**config.mk**
```make
export PLATFORM = sky130hd
export DESIGN_NAME = pcmsp_dev_flat
export DESIGN_NICKNAME = d
export VERILOG_FILES = /design/src/hw/pcmsp_pkg.sv /design/src/hw/pcmsp_link_if.sv /design/src/hw/pcmsp_dev.sv /design/src/flat_wrapper.sv
export VERILOG_INCLUDE_DIRS = /design/src /design/src/hw
export SDC_FILE = /design/constraint.sdc
export NUM_CORES = 1
export LEC_CHECK = 0
export BUFFER_PORTS_ARGS = -buffer_cell sky130_fd_sc_hd__buf_4
export CAP_MARGIN = 20
export CORE_UTILIZATION = 25
export DETAILED_ROUTE_END_ITERATION = 6
export GPL_ROUTABILITY_DRIVEN = 0
export SYNTH_ARGS = -nofsm -noshare
export SYNTH_HDL_FRONTEND = slang
export SYNTH_SLANG_ARGS = --single-unit
```
**constraint.sdc**
```tcl
create_clock -name clk -period 2.05 [get_ports clk]
set_input_delay 0.1025 -clock clk [delete_from_list [all_inputs] [get_ports clk]]
set_output_delay 0.1025 -clock clk [all_outputs]
set_load 0.01 [all_outputs]
```
**src/hw/pcmsp_defs.svh**
```systemverilog
`ifndef PCMSP_DEFS_SVH
`define PCMSP_DEFS_SVH
// ----------------------------------------
// word layout and coding masks
// ----------------------------------------
`define PCMSP_MSB 3'h7
`define PCMSP_MU_MASK 8'h7F
`define PCMSP_A_MASK 8'h55
`define PCMSP_IDLE_CODE 8'h80
// ----------------------------------------
// slot positions, in bit periods from frame start
// ----------------------------------------
`define PCMSP_B1_POS 5'h00
`define PCMSP_IDL_B2_POS 5'h0A
`define PCMSP_GCI_B2_POS 5'h08
`define PCMSP_LAST_OFS 5'h07
// ----------------------------------------
// synchroniser lanes
// ----------------------------------------
`define PCMSP_SYN_CLK 0
`define PCMSP_SYN_FS 1
`define PCMSP_SYN_DAT 2
// ----------------------------------------
// timing: frame time and link clock divider
// ----------------------------------------
`define PCMSP_CLK_NS 100
`define PCMSP_FRAME_US 125
`define PCMSP_FRAME_CYC (`PCMSP_FRAME_US * 1000 / `PCMSP_CLK_NS)
`define PCMSP_HALF_CYC 4'h5
`define PCMSP_DIV_LAST 4'h9
`define PCMSP_PER_CYC (2 * 5)
`define PCMSP_PER_LAST 7'(`PCMSP_FRAME_CYC / `PCMSP_PER_CYC - 1)
`define PCMSP_SAMPLE_PH 4'h8
`endif

```
**src/hw/pcmsp_pkg.sv**
```systemverilog
package pcmsp_pkg;
    // ----------------------------------------
    // device frame states
    // ----------------------------------------
    typedef enum logic [1:0] {
        PCMSP_ST_IDLE = 2'b01, // waiting for a frame start
        PCMSP_ST_FRAME = 2'b10 // counting bit periods
    } pcmsp_state_t;
endpackage : pcmsp_pkg

```
**src/hw/pcmsp_link_if.sv**
```systemverilog
`timescale 1ns/10ps
interface pcmsp_link_if;
    logic link_clock; // bit clock from controller
    logic link_sync; // frame sync from controller
    logic link_receive_line; // controller to device data
    logic link_transmit_line_o; // device data drive
    logic link_transmit_line_oe_n; // device enable, low drives
    logic link_transmit_line; // resolved line level
    // released line reads high, as through a pull-up
    assign link_transmit_line = link_transmit_line_oe_n ? 1'b1 : link_transmit_line_o;
    modport dev (
        input link_clock, link_sync, link_receive_line,
        output link_transmit_line_o, link_transmit_line_oe_n
    );
    modport ctl (
        output link_clock, link_sync, link_receive_line,
        input link_transmit_line
    );
endinterface : pcmsp_link_if

```
**src/hw/pcmsp_dev.sv**
```systemverilog
`timescale 1ns/10ps
`include "pcmsp_defs.svh"
// Operation
// - link mode: both words share one slot
// - controller syncs once per 125 us frame
// - GCI mode: both words share one slot
// - controller pulses FSC once per frame
// - link sync sampled on clock falling edge
// - receive bit captured on clock falling edge
// - drive and launch bits on rising edge
// - release transmit line after last falling edge
// - FSC sampled on DCL falling edge
// - Dout on first DCL rise, or FSC rise
// - next bits launched after DCL rising edge
// - release at second DCL fall in LSB
// - Din taken at DCL rising edge
// - word is sign, chord, step, MSB first
// - mu-law inverts all seven magnitude bits
// - A-law inverts even numbered bit positions
module pcmsp_dev
    import pcmsp_pkg::*;
(
    input wire logic clk,
    input wire logic arst_n,
    input wire logic law_mu,
    input wire logic mode_gci,
    input wire logic slot_b2,
    input wire logic [7:0] tx_code,
    input wire logic tx_valid,
    output logic tx_ready,
    output logic [7:0] rx_code,
    output logic rx_valid,
    input wire logic rx_ready,
    output logic rx_overrun,
    pcmsp_link_if.dev link
);
    // ----------------------------------------
    // declarations
    // ----------------------------------------
    logic [2:0] syn1_r; // first synchroniser stage
    logic [2:0] syn2_r; // second synchroniser stage
    logic clk_d_r; // delayed link clock level
    logic fs_d_r; // delayed sync level
    logic lclk; // synchronised link clock
    logic lfs; // synchronised sync
    logic ldat; // synchronised receive data
    logic rise; // link clock rising edge
    logic fall; // link clock falling edge
    logic start; // frame start event
    logic launch; // bit launch event
    logic capture; // receive sample event
    logic bit_end; // end of a bit period
    logic abort; // frame dropped, sync lost
    pcmsp_state_t state_r; // frame state
    logic [4:0] pos_r; // bit period in frame
    logic half_r; // GCI: first rise of bit seen
    logic chk_r; // GCI: sync check pending
    logic [4:0] slot_pos; // first bit of our slot
    logic [4:0] last_pos; // last bit of our slot
    logic [2:0] idx; // bit number in slot
    logic in_slot; // current bit is ours
    logic is_last; // current bit is our LSB
    logic [7:0] mask; // law inversion mask
    logic [7:0] tx_word_r; // line word in flight
    logic [7:0] tx_hold_r; // user word held
    logic [7:0] tx_word_nxt; // coded word for this frame
    logic tx_hv_r; // hold valid
    logic tx_hv_nxt; // next hold valid
    logic tx_take; // user word accepted
    logic [6:0] rx_sh_r; // receive shifter
    logic push; // receive word complete
    logic [7:0] push_w; // decoded receive word
    logic pop; // user takes head
    logic [7:0] tail_r; // second buffer entry
    logic tail_v_r; // second entry valid

    // ----------------------------------------
    // event decode
    // ----------------------------------------
    assign lclk = syn2_r[`PCMSP_SYN_CLK];
    assign lfs = syn2_r[`PCMSP_SYN_FS];
    assign ldat = syn2_r[`PCMSP_SYN_DAT];
    assign rise = lclk & ~clk_d_r;
    assign fall = ~lclk & clk_d_r;
    // link mode: sync taken at falling edge; GCI: FSC rise
    assign start = mode_gci ? (lfs & ~fs_d_r) : (fall & lfs);
    // GCI bits span two DCL cycles; link mode bits span one
    assign launch = mode_gci ? (rise & ~half_r) : rise;
    assign capture = mode_gci ? (rise & half_r) : fall;
    assign bit_end = mode_gci ? (fall & ~half_r) : fall;
    assign abort = chk_r & fall & ~lfs;

    // ----------------------------------------
    // slot selection, shared by both directions
    // ----------------------------------------
    always_comb begin
        if (!slot_b2) begin
            slot_pos = `PCMSP_B1_POS;
        end else if (mode_gci) begin
            slot_pos = `PCMSP_GCI_B2_POS;
        end else begin
            slot_pos = `PCMSP_IDL_B2_POS;
        end
    end
    assign last_pos = slot_pos + `PCMSP_LAST_OFS;
    assign idx = 3'(pos_r - slot_pos);
    assign in_slot = (state_r == PCMSP_ST_FRAME) && (pos_r >= slot_pos) && (pos_r <= last_pos);
    assign is_last = in_slot && (pos_r == last_pos);
    // inversion applies on encode and undone on decode
    assign mask = law_mu ? `PCMSP_MU_MASK : `PCMSP_A_MASK;

    // ----------------------------------------
    // synchronisers for the three link inputs
    // ----------------------------------------
    always_ff @(posedge clk or negedge arst_n) begin
        if (!arst_n) begin
            syn1_r <= 3'h0;
            syn2_r <= 3'h0;
        end else begin
            syn1_r[`PCMSP_SYN_CLK] <= link.link_clock;
            syn1_r[`PCMSP_SYN_FS] <= link.link_sync;
            syn1_r[`PCMSP_SYN_DAT] <= link.link_receive_line;
            syn2_r <= syn1_r;
        end
    end

    // ----------------------------------------
    // edge detect history
    // ----------------------------------------
    always_ff @(posedge clk or negedge arst_n) begin
        if (!arst_n) begin
            clk_d_r <= 1'b0;
            fs_d_r <= 1'b0;
        end else begin
            clk_d_r <= lclk;
            fs_d_r <= lfs;
        end
    end

    // ----------------------------------------
    // frame sequencer
    // ----------------------------------------
    always_ff @(posedge clk or negedge arst_n) begin
        if (!arst_n) begin
            state_r <= PCMSP_ST_IDLE;
            pos_r <= 5'h00;
            half_r <= 1'b0;
            chk_r <= 1'b0;
        end else if (start) begin
            // every sync restarts the frame count
            state_r <= PCMSP_ST_FRAME;
            pos_r <= 5'h00;
            half_r <= mode_gci & lclk;
            chk_r <= mode_gci;
        end else begin
            case (state_r)
                PCMSP_ST_IDLE: begin
                    half_r <= 1'b0;
                    chk_r <= 1'b0;
                end
                PCMSP_ST_FRAME: begin
                    if (abort) begin
                        state_r <= PCMSP_ST_IDLE;
                    end else if (bit_end && pos_r == last_pos) begin
                        state_r <= PCMSP_ST_IDLE; // slot done for this frame
                    end else if (bit_end) begin
                        pos_r <= pos_r + 5'h01;
                    end
                    if (mode_gci && rise) begin
                        half_r <= ~half_r;
                    end
                    if (fall) begin
                        chk_r <= 1'b0;
                    end
                end
                default: begin
                    state_r <= PCMSP_ST_IDLE;
                end
            endcase
        end
    end

    // ----------------------------------------
    // transmit line driver
    // ----------------------------------------
    always_ff @(posedge clk or negedge arst_n) begin
        if (!arst_n) begin
            link.link_transmit_line_o <= 1'b1;
            link.link_transmit_line_oe_n <= 1'b1;
        end else if (start && mode_gci && lclk && slot_pos == `PCMSP_B1_POS) begin
            // DCL already high: drive from the FSC rise itself
            link.link_transmit_line_o <= tx_word_nxt[`PCMSP_MSB];
            link.link_transmit_line_oe_n <= 1'b0;
        end else if (abort || start) begin
            link.link_transmit_line_oe_n <= 1'b1;
        end else if (bit_end && is_last) begin
            link.link_transmit_line_oe_n <= 1'b1;
        end else if (launch && in_slot) begin
            link.link_transmit_line_o <= tx_word_r[`PCMSP_MSB - idx];
            link.link_transmit_line_oe_n <= 1'b0;
        end
    end

    // ----------------------------------------
    // transmit word: held user word, coded at frame start
    // ----------------------------------------
    assign tx_word_nxt = (tx_hv_r ? tx_hold_r : `PCMSP_IDLE_CODE) ^ mask;
    assign tx_take = tx_valid & tx_ready;
    always_comb begin
        tx_hv_nxt = tx_hv_r;
        if (start) begin
            tx_hv_nxt = 1'b0;
        end
        if (tx_take) begin
            tx_hv_nxt = 1'b1;
        end
    end
    always_ff @(posedge clk or negedge arst_n) begin
        if (!arst_n) begin
            tx_word_r <= `PCMSP_IDLE_CODE;
            tx_hold_r <= `PCMSP_IDLE_CODE;
            tx_hv_r <= 1'b0;
            tx_ready <= 1'b0;
        end else begin
            if (start) begin
                tx_word_r <= tx_word_nxt;
            end
            if (tx_take) begin
                tx_hold_r <= tx_code;
            end
            tx_hv_r <= tx_hv_nxt;
            tx_ready <= ~tx_hv_nxt;
        end
    end

    // ----------------------------------------
    // receive shifter, MSB first
    // ----------------------------------------
    assign push = capture && is_last;
    assign push_w = {rx_sh_r, ldat} ^ mask;
    always_ff @(posedge clk or negedge arst_n) begin
        if (!arst_n) begin
            rx_sh_r <= 7'h00;
        end else if (capture && in_slot) begin
            rx_sh_r <= {rx_sh_r[5:0], ldat};
        end
    end

    // ----------------------------------------
    // two-entry receive buffer; head drives the ports
    // ----------------------------------------
    assign pop = rx_valid & rx_ready;
    always_ff @(posedge clk or negedge arst_n) begin
        if (!arst_n) begin
            rx_code <= 8'h00;
            rx_valid <= 1'b0;
            tail_r <= 8'h00;
            tail_v_r <= 1'b0;
            rx_overrun <= 1'b0;
        end else begin
            rx_overrun <= push & ~pop & tail_v_r; // word lost, buffer full
            case ({push, pop})
                2'b10: begin
                    if (!rx_valid) begin
                        rx_code <= push_w;
                        rx_valid <= 1'b1;
                    end else if (!tail_v_r) begin
                        tail_r <= push_w;
                        tail_v_r <= 1'b1;
                    end
                end
                2'b01: begin
                    if (tail_v_r) begin
                        rx_code <= tail_r;
                        tail_v_r <= 1'b0;
                    end else begin
                        rx_valid <= 1'b0;
                    end
                end
                2'b11: begin
                    if (tail_v_r) begin
                        rx_code <= tail_r;
                        tail_r <= push_w;
                    end else begin
                        rx_code <= push_w;
                    end
                end
                default: begin
                    rx_valid <= rx_valid;
                end
            endcase
        end
    end
endmodule : pcmsp_dev

```
**src/flat_wrapper.sv**
```systemverilog
// flat-port wrapper written by rule: the top's interface ports become plain ports
module pcmsp_dev_flat import pcmsp_pkg::*;
  (clk, arst_n, law_mu, mode_gci, slot_b2, tx_code, tx_valid, tx_ready, rx_code, rx_valid, rx_ready, rx_overrun, link_link_clock, link_link_sync, link_link_receive_line, link_link_transmit_line_o, link_link_transmit_line_oe_n);
  pcmsp_link_if link_i ();
  input wire logic clk;
  input wire logic arst_n;
  input wire logic law_mu;
  input wire logic mode_gci;
  input wire logic slot_b2;
  input wire logic [7:0] tx_code;
  input wire logic tx_valid;
  output logic tx_ready;
  output logic [7:0] rx_code;
  output logic rx_valid;
  input wire logic rx_ready;
  output logic rx_overrun;
  input wire logic [$bits(link_i.link_clock)-1:0] link_link_clock;
  input wire logic [$bits(link_i.link_sync)-1:0] link_link_sync;
  input wire logic [$bits(link_i.link_receive_line)-1:0] link_link_receive_line;
  output wire logic [$bits(link_i.link_transmit_line_o)-1:0] link_link_transmit_line_o;
  output wire logic [$bits(link_i.link_transmit_line_oe_n)-1:0] link_link_transmit_line_oe_n;
  assign link_i.link_clock = link_link_clock;
  assign link_i.link_sync = link_link_sync;
  assign link_i.link_receive_line = link_link_receive_line;
  assign link_link_transmit_line_o = link_i.link_transmit_line_o;
  assign link_link_transmit_line_oe_n = link_i.link_transmit_line_oe_n;
  pcmsp_dev u_core (.clk(clk), .arst_n(arst_n), .law_mu(law_mu), .mode_gci(mode_gci), .slot_b2(slot_b2), .tx_code(tx_code), .tx_valid(tx_valid), .tx_ready(tx_ready), .rx_code(rx_code), .rx_valid(rx_valid), .rx_ready(rx_ready), .rx_overrun(rx_overrun), .link(link_i));
endmodule
```
After elaboration in Yosys (flattened, before gate mapping)
Cells that the tools add are included.
- $add $sub $neg: 4
- multiply operators: 0
- divide/modulo/power cells: 0
- $lt $le $gt $ge: 3
- eq/ne operators: 19
- shifts and indexed selects: 0
- multiplexer cells: 46
- bitwise operators: 23
- reduce and logical (&&, ||, !) cells: 31
- operator list (cell ; count):
    $mux W8 ; 6
    $mux W5 ; 5
    $pmux W8 S3 ; 1
    $mux W1 ; 21
    $ne A2 B1 Y1 const B ; 8
    $pmux W8 S2 ; 1
    $xor A8 B8 Y8 ; 2
    $and A1 B1 Y1 ; 14
    $logic_and A1 B1 Y1 ; 12
    $reduce_and A2 Y1 ; 5
    $reduce_bool A2 Y1 ; 5
    $reduce_and A3 Y1 ; 3
    $mux W2 ; 4
    $pmux W1 S2 ; 4
    $not A1 Y1 ; 7
    $eq A2 B2 Y1 const B ; 3
    $mux W6 ; 1
    $reduce_bool A3 Y1 ; 2
    $add A4 B3 Y5 const B ; 1
    $add A5 B1 Y5 const B ; 1
    $eq A5 B5 Y1 ; 1
    $ge A5 B4 Y1 ; 1
    $le A5 B5 Y1 ; 1
    $logic_not A5 Y1 ; 1
    14 further kinds ; 16
- bits in registers: 63
- bits in latches: 0
- RAM bits: 0
- ROM bits: 0
- input bits: 18
- output and inout port bits: 13
- word-level logic and storage cells: 146
- memories kept: 0

Longest topological paths before layout
Gate-level depths: netlist of run 1.
- word-level depth: 10
- depth in mapped cells: 12
- gate-level depth less buffers: 9

Worst setup path before layout of run 1
OpenSTA, ideal clock, no wires.
- kind: input -> register
- start: input port mode_gci
- end: register u_core.pos_r[3]
- library setup time: 0.132 ns
- data arrival time: 2.055 ns
- data required time: 1.918 ns
- setup slack: -0.137 ns
- cell stages on the path: 10
- path buffers: 2
- cell sequence: buf_6 -> nor2b_1 -> buf_2 -> inv_1 -> ha_1 -> and3_1 -> a2111oi_2 -> nand4_1 -> xor2_1 -> nor2_1
- word-level cells in the longest chain between the ends: 7
- elaborated cells between the ends (all ways): 13
- those cells by class: add/sub: 1; eq/ne: 3; mux: 5; reduce/logical: 4
- ends and longest elaborated chain (element ; line ; source):
    start, declared ; flat_wrapper.sv:8 ; input wire logic mode_gci;
    $mux W2 ; pcmsp_dev.sv:99 ; end else if (mode_gci) begin
    $mux W4 ; pcmsp_dev.sv:97 ; if (!slot_b2) begin
    $add A4 B3 Y5 (no source line) ; n/a ;
    $eq A5 B5 Y1 ; pcmsp_dev.sv:164 ; end else if (bit_end && pos_r == last_pos) begin
    $logic_and A1 B1 Y1 ; pcmsp_dev.sv:164 ;
    $ne A2 B1 Y1 (no source line) ; n/a ;
    $reduce_and A4 Y1 (no source line) ; n/a ;
    end signal, assigned ; pcmsp_dev.sv:167 ; pos_r <= pos_r + 5'h01;
    end, declared ; pcmsp_dev.sv:55 ; logic [4:0] pos_r;
Parallel ways exist; a longest one is shown, timed or not.
A chain may end at the register's enable or synchronous reset.

Final worst setup path of run 1
- start: register u_core.pos_r[2]
- end: register u_core.rx_code[4]
- word-level cells in the longest chain between the ends: 8
- elaborated cells between the ends (all ways): 15
- those cells by class: order compare: 2; eq/ne: 6; mux: 1; reduce/logical: 6
- ends and longest elaborated chain (element ; line ; source):
    $ge A5 B4 Y1 ; pcmsp_dev.sv:107 ; assign in_slot = (state_r == PCMSP_ST_FRAME) && (pos_r >= slot_pos) && (pos_r <= last_pos);
    $logic_and A1 B1 Y1 (2 in a row) ; pcmsp_dev.sv:107 ;
    $logic_and A1 B1 Y1 * ; pcmsp_dev.sv:108 ; assign is_last = in_slot && (pos_r == last_pos);
    $logic_and A1 B1 Y1 * ; pcmsp_dev.sv:239 ; assign push = capture && is_last;
    $eq A2 B1 Y1 / $eq A2 B2 Y1 (equally long branches) ; pcmsp_dev.sv:262 ; case ({push, pop})
    $ne A2 B1 Y1 (no source line) (tied with other cells) ; n/a ;
    $reduce_and A3 Y1 (no source line) ; n/a ;
    end signal, assigned ; pcmsp_dev.sv:265 ; rx_code <= push_w;
    end signal, assigned ; pcmsp_dev.sv:274 ; rx_code <= tail_r;
    end signal, assigned ; pcmsp_dev.sv:282 ; rx_code <= tail_r;
    end, declared ; pcmsp_dev.sv:31 ; output logic [7:0] rx_code,
Every way passes the cells marked *; elsewhere a longest branch is shown, timed or not.

==> impl_metrics.yaml, run 1 <==
setup_path:
  crit_arrival_ps: 2190
  cpPeakStageDelay_ps: 550
  required_ps: 2270
  path_buf_inv: 0
  worstReg2RegStart: "u_core.pos_r[2]"
  reg2reg_slack_ps: 80
  r2r_end: "u_core.rx_code[4]"
  path_max_fanout: 6
  rr_worst_depth: 6
  critPathKind: "reg2reg"
  critPathCaptureType: "register"
  path_cells: "or4b_4, a31o_4, nand4_4, nand2_2, o21ai_4, mux2_2"
  slowest_stage: "or4b_4"
  worst_setup_path_start_kind: "register"
  crit_family: "simple AND/OR/NAND/NOR gates"
cts:
  cts_buffers: 9
  cts.clk_slew.worst_paths_ps: 60
  clk_latency_ps: 330
  cts_max_level: 3
  cts_sinks: 63
  tritoncts: "built"
  clockBufferDepth: 2
  root_buffer: "clkbuf_16"
finish:
  drive_above_1_share_pct: 32.5
  fin_cells: 519
  diodes: 0
  fill_cells: 1228
  syn2layout_area_growth_pct: 29.4
  finalNetCount: 370
  final_util_pct: 33.3
power:
  clock_power_share_pct: 37.1
  cellPowerDensity_mw_per_mm2: 924
  power_frac_comb_pct: 18.5
  power_frac_seq_pct: 44.4
  p_sw_share_pct: 28.1
  p_int_mw: 2.67
  p_switching_mw: 1.05
  ir_drop_v: 0.000599
  leakage_nw: 1.81
global_route:
  grt_max_degree: 64
  grt_use_total_pct: 10.6
  grt_overflow_total: 0
  grt_pass1_wl_um: 10600
  antenna_found_initial: 0
  grt_pass1_vias: 2233
timing:
  post-route-period-util_pct: 96.1
  maxSlewViolCount: 0
  fin_skew_ps: 8.69
  hold_violations: 0
  worst_slew_pin_slew_ps: 796
  final.min_clock_period_ps: 1970
  rsz0062_at_grt: "no"
  fmax_mhz: 508
  finalSetupViolations: 0
  whs_ps: 6.51
  slew_headroom_pct: 46.9
run_status:
  status: "finished, final reports clean"
routing:
  first_pass_iters: 4
  dr_total_vias: 2275
  via_per_inst: 4.38
  drtIter0Drc: 89
  drt-wirelength-per-cell_um: 11.8
  drcViolationCount: 0
  ant_nets: 0
  routed_wirelength_um: 6110
job:
  max_cap_viol_count: 0
logic_synthesis:
  synth_seq_cells: 63
  synth_edf_count: 0
  yosysSeqAreaShare_pct: 50.9
  synth.avg_cell_area_sq_um: 10.8
  syn-num-nets: 313
  synthMostInstantiatedCell: "dfrtp_1"
  synth_flop_cell: "dfrtp_1"
  synth-warning-count: 0
  synth_cell_type_count: 48
  netlist_area_sq_mm: 0.00311
  synth_top_area_share_pct: 46.7
  synth_top_area_cell: "dfrtp_1"
  synthTopCellsByCount: "dfrtp_1, nand2_1, mux2_2"
  async_reset_ff_share_pct: 100
  synthCells: 289
  synth_area_leaders: "dfrtp_1, mux2_2, nand2_1"
worst_hold_path:
  hold_class: "in2reg"
  min_path_cells: 2
  hold_end: "u_core.tx_hold_r[5]"
  min_from: "tx_code[5]"
floorplanning:
  core_sq_mm: 0.0121
  pin_count: 31
  fp.dieH_um: 114
  initial_utilization_pct: 25.8
  die_x_um: 114
  row_count: 40
  die_area_sq_mm: 0.0129
placed_design:
  io_buffers: 30
  placed_cells_incl_taps: 496
  place_hpwl_um: 4460
## through the flow
step                      cell area (sq um)  setup TNS [ps]  total power, mW  setup slack (ps)
final                                  4020               0             3.71              80.6
after CTS                              4000               0             3.75              14.1
after global routing                   4020               0             3.93              9.14
after global placement                 3660               0             2.32              6.85
after detailed placement               3660            -210             2.35             -43.5
after floorplan                        3130            -167             2.10             -83.6
## cell type report
| class | count | area (sq um) | area share (%) |
|---|---|---|---|
| inverters | 14 | 52.6 | 1.31 |
| clock inverters | 7 | 48.8 | 1.21 |
| well taps | 168 | 210 | 5.23 |
| flip-flops and latches | 63 | 1580 | 39.4 |
| clock buffers | 9 | 225 | 5.60 |
| repair buffers | 60 | 463 | 11.5 |
| multi-input cells | 198 | 1440 | 35.8 |
## worst max path at each step
stage                          from                 to  depth (start not counted)
finish              u_core.pos_r[2]  u_core.rx_code[4]                          6
global route        u_core.pos_r[2]  u_core.rx_code[4]                          6
CTS                 u_core.pos_r[1]  u_core.rx_code[3]                          6
detailed placement  u_core.pos_r[1]  u_core.rx_code[3]                          6
global placement    u_core.pos_r[1]  u_core.rx_code[3]                          6
floorplan           u_core.pos_r[1]   u_core.tail_r[3]                          7
## power by group through the flow
| stage | sequential (mW) | clock, mW | combinational (mW) |
|---|---|---|---|
| detailed placement | 1.68 | 0 | 0.678 |
| finish | 1.65 | 1.38 | 0.686 |
| global route | 1.68 | 1.48 | 0.773 |
| global placement | 1.67 | 0 | 0.658 |
| CTS | 1.65 | 1.41 | 0.691 |
| floorplan | 1.63 | 0 | 0.473 |
## routing by layer
layer	up-vias	global-route usage [%]	share of wire [%]
li1	1140	-	-
met1	1087	13.7	47
met2	39	16.1	47
met3	9	2.98	3.5
met4	0	5.70	2.0
met5	-	0	0
## placed cells by master, fill, tap and decap left out, types with 2 or more instances in the layout
| cell type | n |
|---|---|
| a21oi_1 | 12 |
| o21a_1 | 4 |
| dlygate4sd3_1 | 5 |
| mux2_2 | 23 |
| clkinvlp_4 | 4 |
| nor3_1 | 3 |
| clkbuf_16 | 9 |
| mux2i_1 | 10 |
| dfstp_2 | 5 |
| inv_1 | 14 |
| buf_4 | 55 |
| dfrtp_1 | 58 |
| mux2_4 | 2 |
| nor2_1 | 17 |
| xnor2_1 | 4 |
| nand2_1 | 35 |
| a31oi_1 | 6 |
| o21ai_0 | 18 |
| nand3_1 | 6 |
| o221ai_1 | 3 |
| o21ai_1 | 3 |
| clkinv_2 | 2 |
| o22ai_1 | 2 |
| a21o_1 | 3 |
| nor2b_1 | 3 |
| nand4_1 | 2 |
| o31ai_1 | 3 |
| xor2_1 | 8 |
| ha_1 | 6 |
## flip-flops by register name, summed over array words and instances (netlist names)
signal	cells
u_core.chk_r	1
u_core.clk_d_r	1
u_core.fs_d_r	1
u_core.half_r	1
u_core.link.link_transmit_line_o	1
u_core.link.link_transmit_line_oe_n	1
u_core.pos_r	5
u_core.rx_code	8
u_core.rx_overrun	1
u_core.rx_sh_r	7
u_core.rx_valid	1
u_core.state_r	2
u_core.syn1_r	3
u_core.syn2_r	3
u_core.tail_r	8
u_core.tail_v_r	1
u_core.tx_hold_r	8
u_core.tx_hv_r	1
u_core.tx_ready	1
u_core.tx_word_r	8
## logic make-up (layout without fill, tap and decap cells)
| logic type | Yosys count | after routing | synth area share, % |
|---|---|---|---|
| flip-flops | 63 | 63 | 50.9 |
| AND/OR/NAND/NOR | 79 | 79 | 12.6 |
| multiplexers | 35 | 35 | 12.5 |
| XOR/XNOR | 12 | 12 | 3.38 |
| AO/OA/AOI/OAI | 66 | 66 | 14.0 |
| adder cells (fa/ha/maj) | 6 | 6 | 2.42 |
| buffers and inverters | 28 | 90 | 4.19 |
## worst reg2reg max path: cells and delay by family, from the launching register on
| kind | cells | cell delay (ps) |
|---|---|---|
| multiplexers | 1 | 360 |
| AO/OA/AOI/OAI | 2 | 380 |
| AND/OR/NAND/NOR | 3 | 750 |
| flip-flops | 1 | 370 |
## what timing repair did
action / CTS / global route
endpoints found under the hold margin: 62 / 0
pin swaps: 0 / 6
gates resized for setup: 2 / 5
hold buffers: 5 / 0
setup buffers: 0 / 2
setup endpoints to repair: 5 / 22
Power figures use the tool's default switching activity.
==> inputs of run 2 (changes only) <==
- ABC_AREA: default -> 1
- CORE_UTILIZATION: 25 -> 45
- PLACE_DENSITY: default -> 0.66
==> run 2 against run 1 <==
Cell count grew 13%. Clock skew rose by 1.3 ps. Combinational power rose by 30%. Sequential share of layout area decreased by 0.12 points. Non-clock buffer count decreased by 13. Worst setup slack gained 79 ps. Power shrank 2.2%. Largest power group unchanged.
==> impl_metrics.yaml, run 2 <==
logic_synthesis:
  yosysSeqAreaShare_pct: 46.1
  synth_area_leaders: "dfrtp_1, nand2_1, nor2_1"
  synth_flop_cell: "dfrtp_1"
  synthMostInstantiatedCell: "nand2_1"
  async_reset_ff_share_pct: 100
  synth_seq_cells: 63
  synth_top_area_share_pct: 42.3
  synth_edf_count: 0
  synth_cell_type_count: 34
  synth.avg_cell_area_sq_um: 7.84
  synthCells: 438
  syn-num-nets: 462
  synth_top_area_cell: "dfrtp_1"
  synthTopCellsByCount: "nand2_1, dfrtp_1, nor2_1"
  netlist_area_sq_mm: 0.00343
  synth-warning-count: 0
routing:
  routed_wirelength_um: 6790
  drcViolationCount: 0
  drt-wirelength-per-cell_um: 11.6
  ant_nets: 0
  via_per_inst: 4.86
  first_pass_iters: 4
  dr_total_vias: 2848
  drtIter0Drc: 125
floorplanning:
  core_sq_mm: 0.00733
  initial_utilization_pct: 46.8
  row_count: 31
  die_area_sq_mm: 0.00798
  die_x_um: 89.3
  fp.dieH_um: 89.3
  pin_count: 31
finish:
  finalNetCount: 506
  multi_input_area_sq_mm: 0.00158
  fill_cells: 688
  diodes: 0
  syn2layout_area_growth_pct: 17.5
  layout_common_cells: "nand2_1, dfrtp_1, nor2_1"
  final_common_cell: "nand2_1"
  regArea_sq_mm: 0.00158
  drive_above_1_share_pct: 17.9
  finalInstanceArea_sq_mm: 0.00403
setup_path:
  critPathCaptureType: "register"
  crit_arrival_ps: 2150
  worstReg2RegStart: "u_core.pos_r[3]"
  worst_setup_path_start_kind: "register"
  r2r_end: "u_core.tail_r[5]"
  critPathKind: "reg2reg"
  reg2reg_slack_ps: 160
  required_ps: 2310
  rr_worst_depth: 9
  path_max_fanout: 12
placed_design:
  io_buffers: 30
  dp_slack_ps: 160
  placed_cell_area_sq_mm: 0.00372
  place_hpwl_um: 4930
timing:
  whs_ps: 30.1
  hold_violations: 0
  final.setup.worst_slack_ps: 159
  finalSetupViolations: 0
  post-route-period-util_pct: 92.2
  maxSlewViolCount: 0
  fmax_mhz: 529
  tns_ps: 0
  final.min_clock_period_ps: 1890
  slew_headroom_pct: 48.3
  fin_skew_ps: 9.95
  rsz0062_at_grt: "no"
  worst_slew_pin_slew_ps: 775
cts:
  cts_buffers: 9
  cts.clk_slew.worst_paths_ps: 70
  root_buffer: "clkbuf_8"
  tritoncts: "built"
  cts_max_level: 3
  clk_latency_ps: 340
  cts_sinks: 63
  post-cts-setup-buffer-count: 0
  clockBufferDepth: 2
global_route:
  grt_pass1_vias: 2650
  grt_overflow_total: 0
  antenna_found_initial: 0
  grt_use_total_pct: 19.3
  grt_max_degree: 64
  grt_pass1_wl_um: 11600
job:
  max_cap_viol_count: 0
worst_hold_path:
  min_path_cells: 3
  hold_end: "u_core.tx_hold_r[6]"
  min_from: "tx_code[6]"
  hold_class: "in2reg"
power:
  leakage_nw: 2.17
  cellPowerDensity_mw_per_mm2: 901
  ir_drop_v: 0.000611
run_status:
  status: "finished, final reports clean"
run 2: final cells by class:
type	count	share of cell area, %
Timing Repair Buffer	47	9.37
Clock inverter	3	1.05
Tap cell	99	3.07
Clock buffer	13	3.94
Inverter	46	4.28
Multi-Input combinational cell	315	39.1
Sequential cell	63	39.2
run 2: power breakdown:
part	switching (mW)	internal [mW]	leakage (nW)	total, mW
combinational	0.529	0.360	1.29	0.889
clock	0.457	0.627	0.0996	1.08
sequential	0.140	1.52	0.784	1.66
run 2: kinds of logic (layout without fill, tap and decap cells):
| family | Yosys count | in the layout | share of synthesized area (%) |
|---|---|---|---|
| AO/OA/AOI/OAI | 59 | 59 | 9.44 |
| XOR/XNOR | 8 | 8 | 2.04 |
| adder cells (fa/ha/maj) | 6 | 6 | 2.19 |
| buffers and inverters | 60 | 109 | 8.20 |
| flip-flops | 63 | 63 | 46.1 |
| multiplexers | 4 | 4 | 1.31 |
| AND/OR/NAND/NOR | 238 | 238 | 30.7 |
run 2: worst max path at each step:
stage | startpoint | endpoint | cells past startpoint
final | u_core.pos_r[3] | u_core.tail_r[5] | 9
after global routing | u_core.pos_r[3] | u_core.tail_r[7] | 9
after CTS | u_core.pos_r[4] | u_core.tail_r[5] | 9
after detailed placement | u_core.pos_r[4] | u_core.tail_r[5] | 9
after global placement | u_core.pos_r[4] | u_core.tail_r[1] | 9
after floorplan | u_core.pos_r[3] | u_core.rx_code[4] | 11
run 2: metrics by stage:
step	cells	total power [mW]	util [%]
6_report	586	3.63	55.0
5_1_grt	586	3.91	55.0
4_1_cts	586	3.68	54.9
3_5_place_dp	560	2.56	50.8
3_3_place_gp	560	2.53	50.8
2_1_floorplan	438	2.29	-
run 2: timing repair:
action | in CTS | in global routing
gates resized for setup | 0 | 2
hold buffers | 10 | 0
setup endpoints to repair | 0 | 6
endpoints found under the hold margin | 67 | 0
run 2: worst max-delay path, stage by stage, from the launching register on:
cell and delay (ps):
dfrtp_1 440, ha_1 300, inv_1 30, nor2_1 70, nand2_1 110, a21boi_4 250, nand2_4 160, nor2_4 220
o21ai_1 110, o21ai_1 120
run 2: per-layer routing:
metal / vias to the layer above / part of all wire (%) / global-route usage, %
li1: 1471 / - / -
met1: 1311 / 50 / 26.3
met2: 53 / 43 / 29.4
met3: 13 / 4.2 / 3.69
met4: 0 / 2.0 / 9.81
met5: - / 0 / 0
==> inputs of run 3 (changes only) <==
==> constraint.sdc (replaced) <==
create_clock -name clk -period 2.05 [get_ports clk]
set_input_delay 0.3075 -clock clk [delete_from_list [all_inputs] [get_ports clk]]
set_output_delay 0.3075 -clock clk [all_outputs]
set_load 0.01 [all_outputs]
==> run 3 against run 2 <==
First-iteration DRC count increased by 2.4%. Clock-buffer cell count decreased by 4. Via count increased by 0.49%. Clock power increased by 6%. Cell count decreased by 0.85%. Non-clock buffer count decreased by 6. Maximum frequency about the same. Design area decreased by 1.6%. Hold slack got worse by 10 ps. Routed wire length increased by 7.7%. Clock skew decreased by 3.4 ps. Sequential power about the same. Largest cell class unchanged.
==> impl_metrics.yaml, run 3 (synthesized netlist as in run 2, its figures left out) <==
finish:
  fin_cells: 581
  diodes: 0
  final_common_cell: "nand2_1"
  syn2layout_area_growth_pct: 15.7
  finalInstanceArea_sq_mm: 0.00397
  layout_common_cells: "nand2_1, dfrtp_1, nor2_1"
  finalNetCount: 501
  drive_above_1_share_pct: 19.5
power:
  leakage_nw: 2.15
  ir_drop_v: 0.000750
  cellPowerDensity_mw_per_mm2: 932
cts:
  tritoncts: "built"
  root_buffer: "clkbuf_8"
  clk_latency_ps: 360
  cts.clk_slew.worst_paths_ps: 80
  cts_buffers: 9
  cts_max_level: 3
  clockBufferDepth: 2
  cts_sinks: 63
floorplanning:
  row_count: 31
  initial_utilization_pct: 46.8
  die_area_sq_mm: 0.00798
  core_sq_mm: 0.00733
  die_x_um: 89.3
  fp.dieH_um: 89.3
  pin_count: 31
routing:
  first_pass_iters: 4
  drcViolationCount: 0
  ant_nets: 0
  drt-wirelength-per-cell_um: 12.6
  via_per_inst: 4.93
  dr_total_vias: 2862
  routed_wirelength_um: 7310
  drtIter0Drc: 128
timing:
  fmax_mhz: 529
  rsz0062_at_grt: "no"
  worst_slew_pin_slew_ps: 784
  slew_headroom_pct: 47.8
  final.setup.worst_slack_ps: 160
  fin_skew_ps: 6.57
  final.min_clock_period_ps: 1890
  tns_ps: 0
  finalSetupViolations: 0
  hold_violations: 0
  post-route-period-util_pct: 92.2
  maxSlewViolCount: 0
global_route:
  grt_pass1_vias: 2634
  grt_pass1_wl_um: 12200
  grt_overflow_total: 0
  grt_use_total_pct: 20.6
  antenna_found_initial: 0
  grt_max_degree: 64
placed_design:
  placed_cells_incl_taps: 560
  dp_slack_ps: 6.13
  place_hpwl_um: 5090
  io_buffers: 30
  placed_cell_area_sq_mm: 0.00372
setup_path:
  crit_arrival_ps: 2180
  path_max_fanout: 10
  required_ps: 2340
  slowest_stage: "dfrtp_1"
  worst_setup_path_start_kind: "register"
  critPathCaptureType: "register"
  cpPeakStageDelay_ps: 450
  critPathKind: "reg2reg"
  path_cells: "ha_1, nand2_1, nor2_4, nand3_1, nor2_2, buf_4, nand3_1, nand2_1, nor2_2, nor2_1"
job:
  max_cap_viol_count: 0
worst_hold_path:
  hold_class: "in2async"
run_status:
  status: "finished, final reports clean"
==> run 3: routing by layer <==
metal	vias up	global-route usage (%)	share of wire, %
met3	10	6.37	5.8
met5	-	0	0
met2	60	32.0	45
li1	1459	-	-
met4	0	7.22	1.3
met1	1333	27.3	48
==> run 3: layout make-up <==
cell class,instances,area [sq um]
Inverter,46,173
Fill cell,686,3360
Clock buffer,9,124
Multi-Input combinational cell,316,1580
Clock inverter,7,80.1
Tap cell,99,124
Sequential cell,63,1580
Timing Repair Buffer,41,308
==> run 3: repair_timing <==
item | CTS | global route
setup buffers | 0 | 4
hold buffers | 0 | 0
endpoints found under the setup margin | 0 | 9
resized for setup | 0 | 2
==> run 3: worst paths after layout <==
| check | end | slack [ps] | startpoint | cells past startpoint |
|---|---|---|---|---|
| setup / recovery | u_core.rx_code[6] | 160 | u_core.pos_r[4] | 10 |
| hold / removal | u_core.tx_hold_r[0] | 20 | arst_n | 1 |
| setup reg to reg | u_core.rx_code[6] | 160 | u_core.pos_r[4] | 10 |
| hold reg to reg | u_core.syn2_r[2] | 350 | u_core.syn1_r[2] | 0 |
| max in group asynchronous | u_core.pos_r[3] | 1470 | arst_n | 1 |
| min in group clk | u_core.syn1_r[2] | 60 | link_link_receive_line | 1 |
==> run 3: worst max-delay path, delay by kind of cell (launching register included) <==
kind                       cells  cell delay (ps)
buffers and inverters          1              190
adders and majority gates      1              330
DFF                            1              450
and+or+nand+nor                8              850
==> run 3: per-stage QoR <==
step	power, mW	hold slack (ps)	utilization [%]
2_1_floorplan	2.29	11.9	-
3_3_place_gp	2.54	331	50.8
4_1_cts	3.72	48.3	53.6
5_1_grt	3.95	37.2	54.2
3_5_place_dp	2.57	335	50.8
6_report	3.70	19.7	54.2
==> run 3: report_power, final <==
part	switching, mW	internal (mW)
Combinational	0.543	0.356
Sequential	0.145	1.52
Clock	0.559	0.577
Total	1.25	2.45
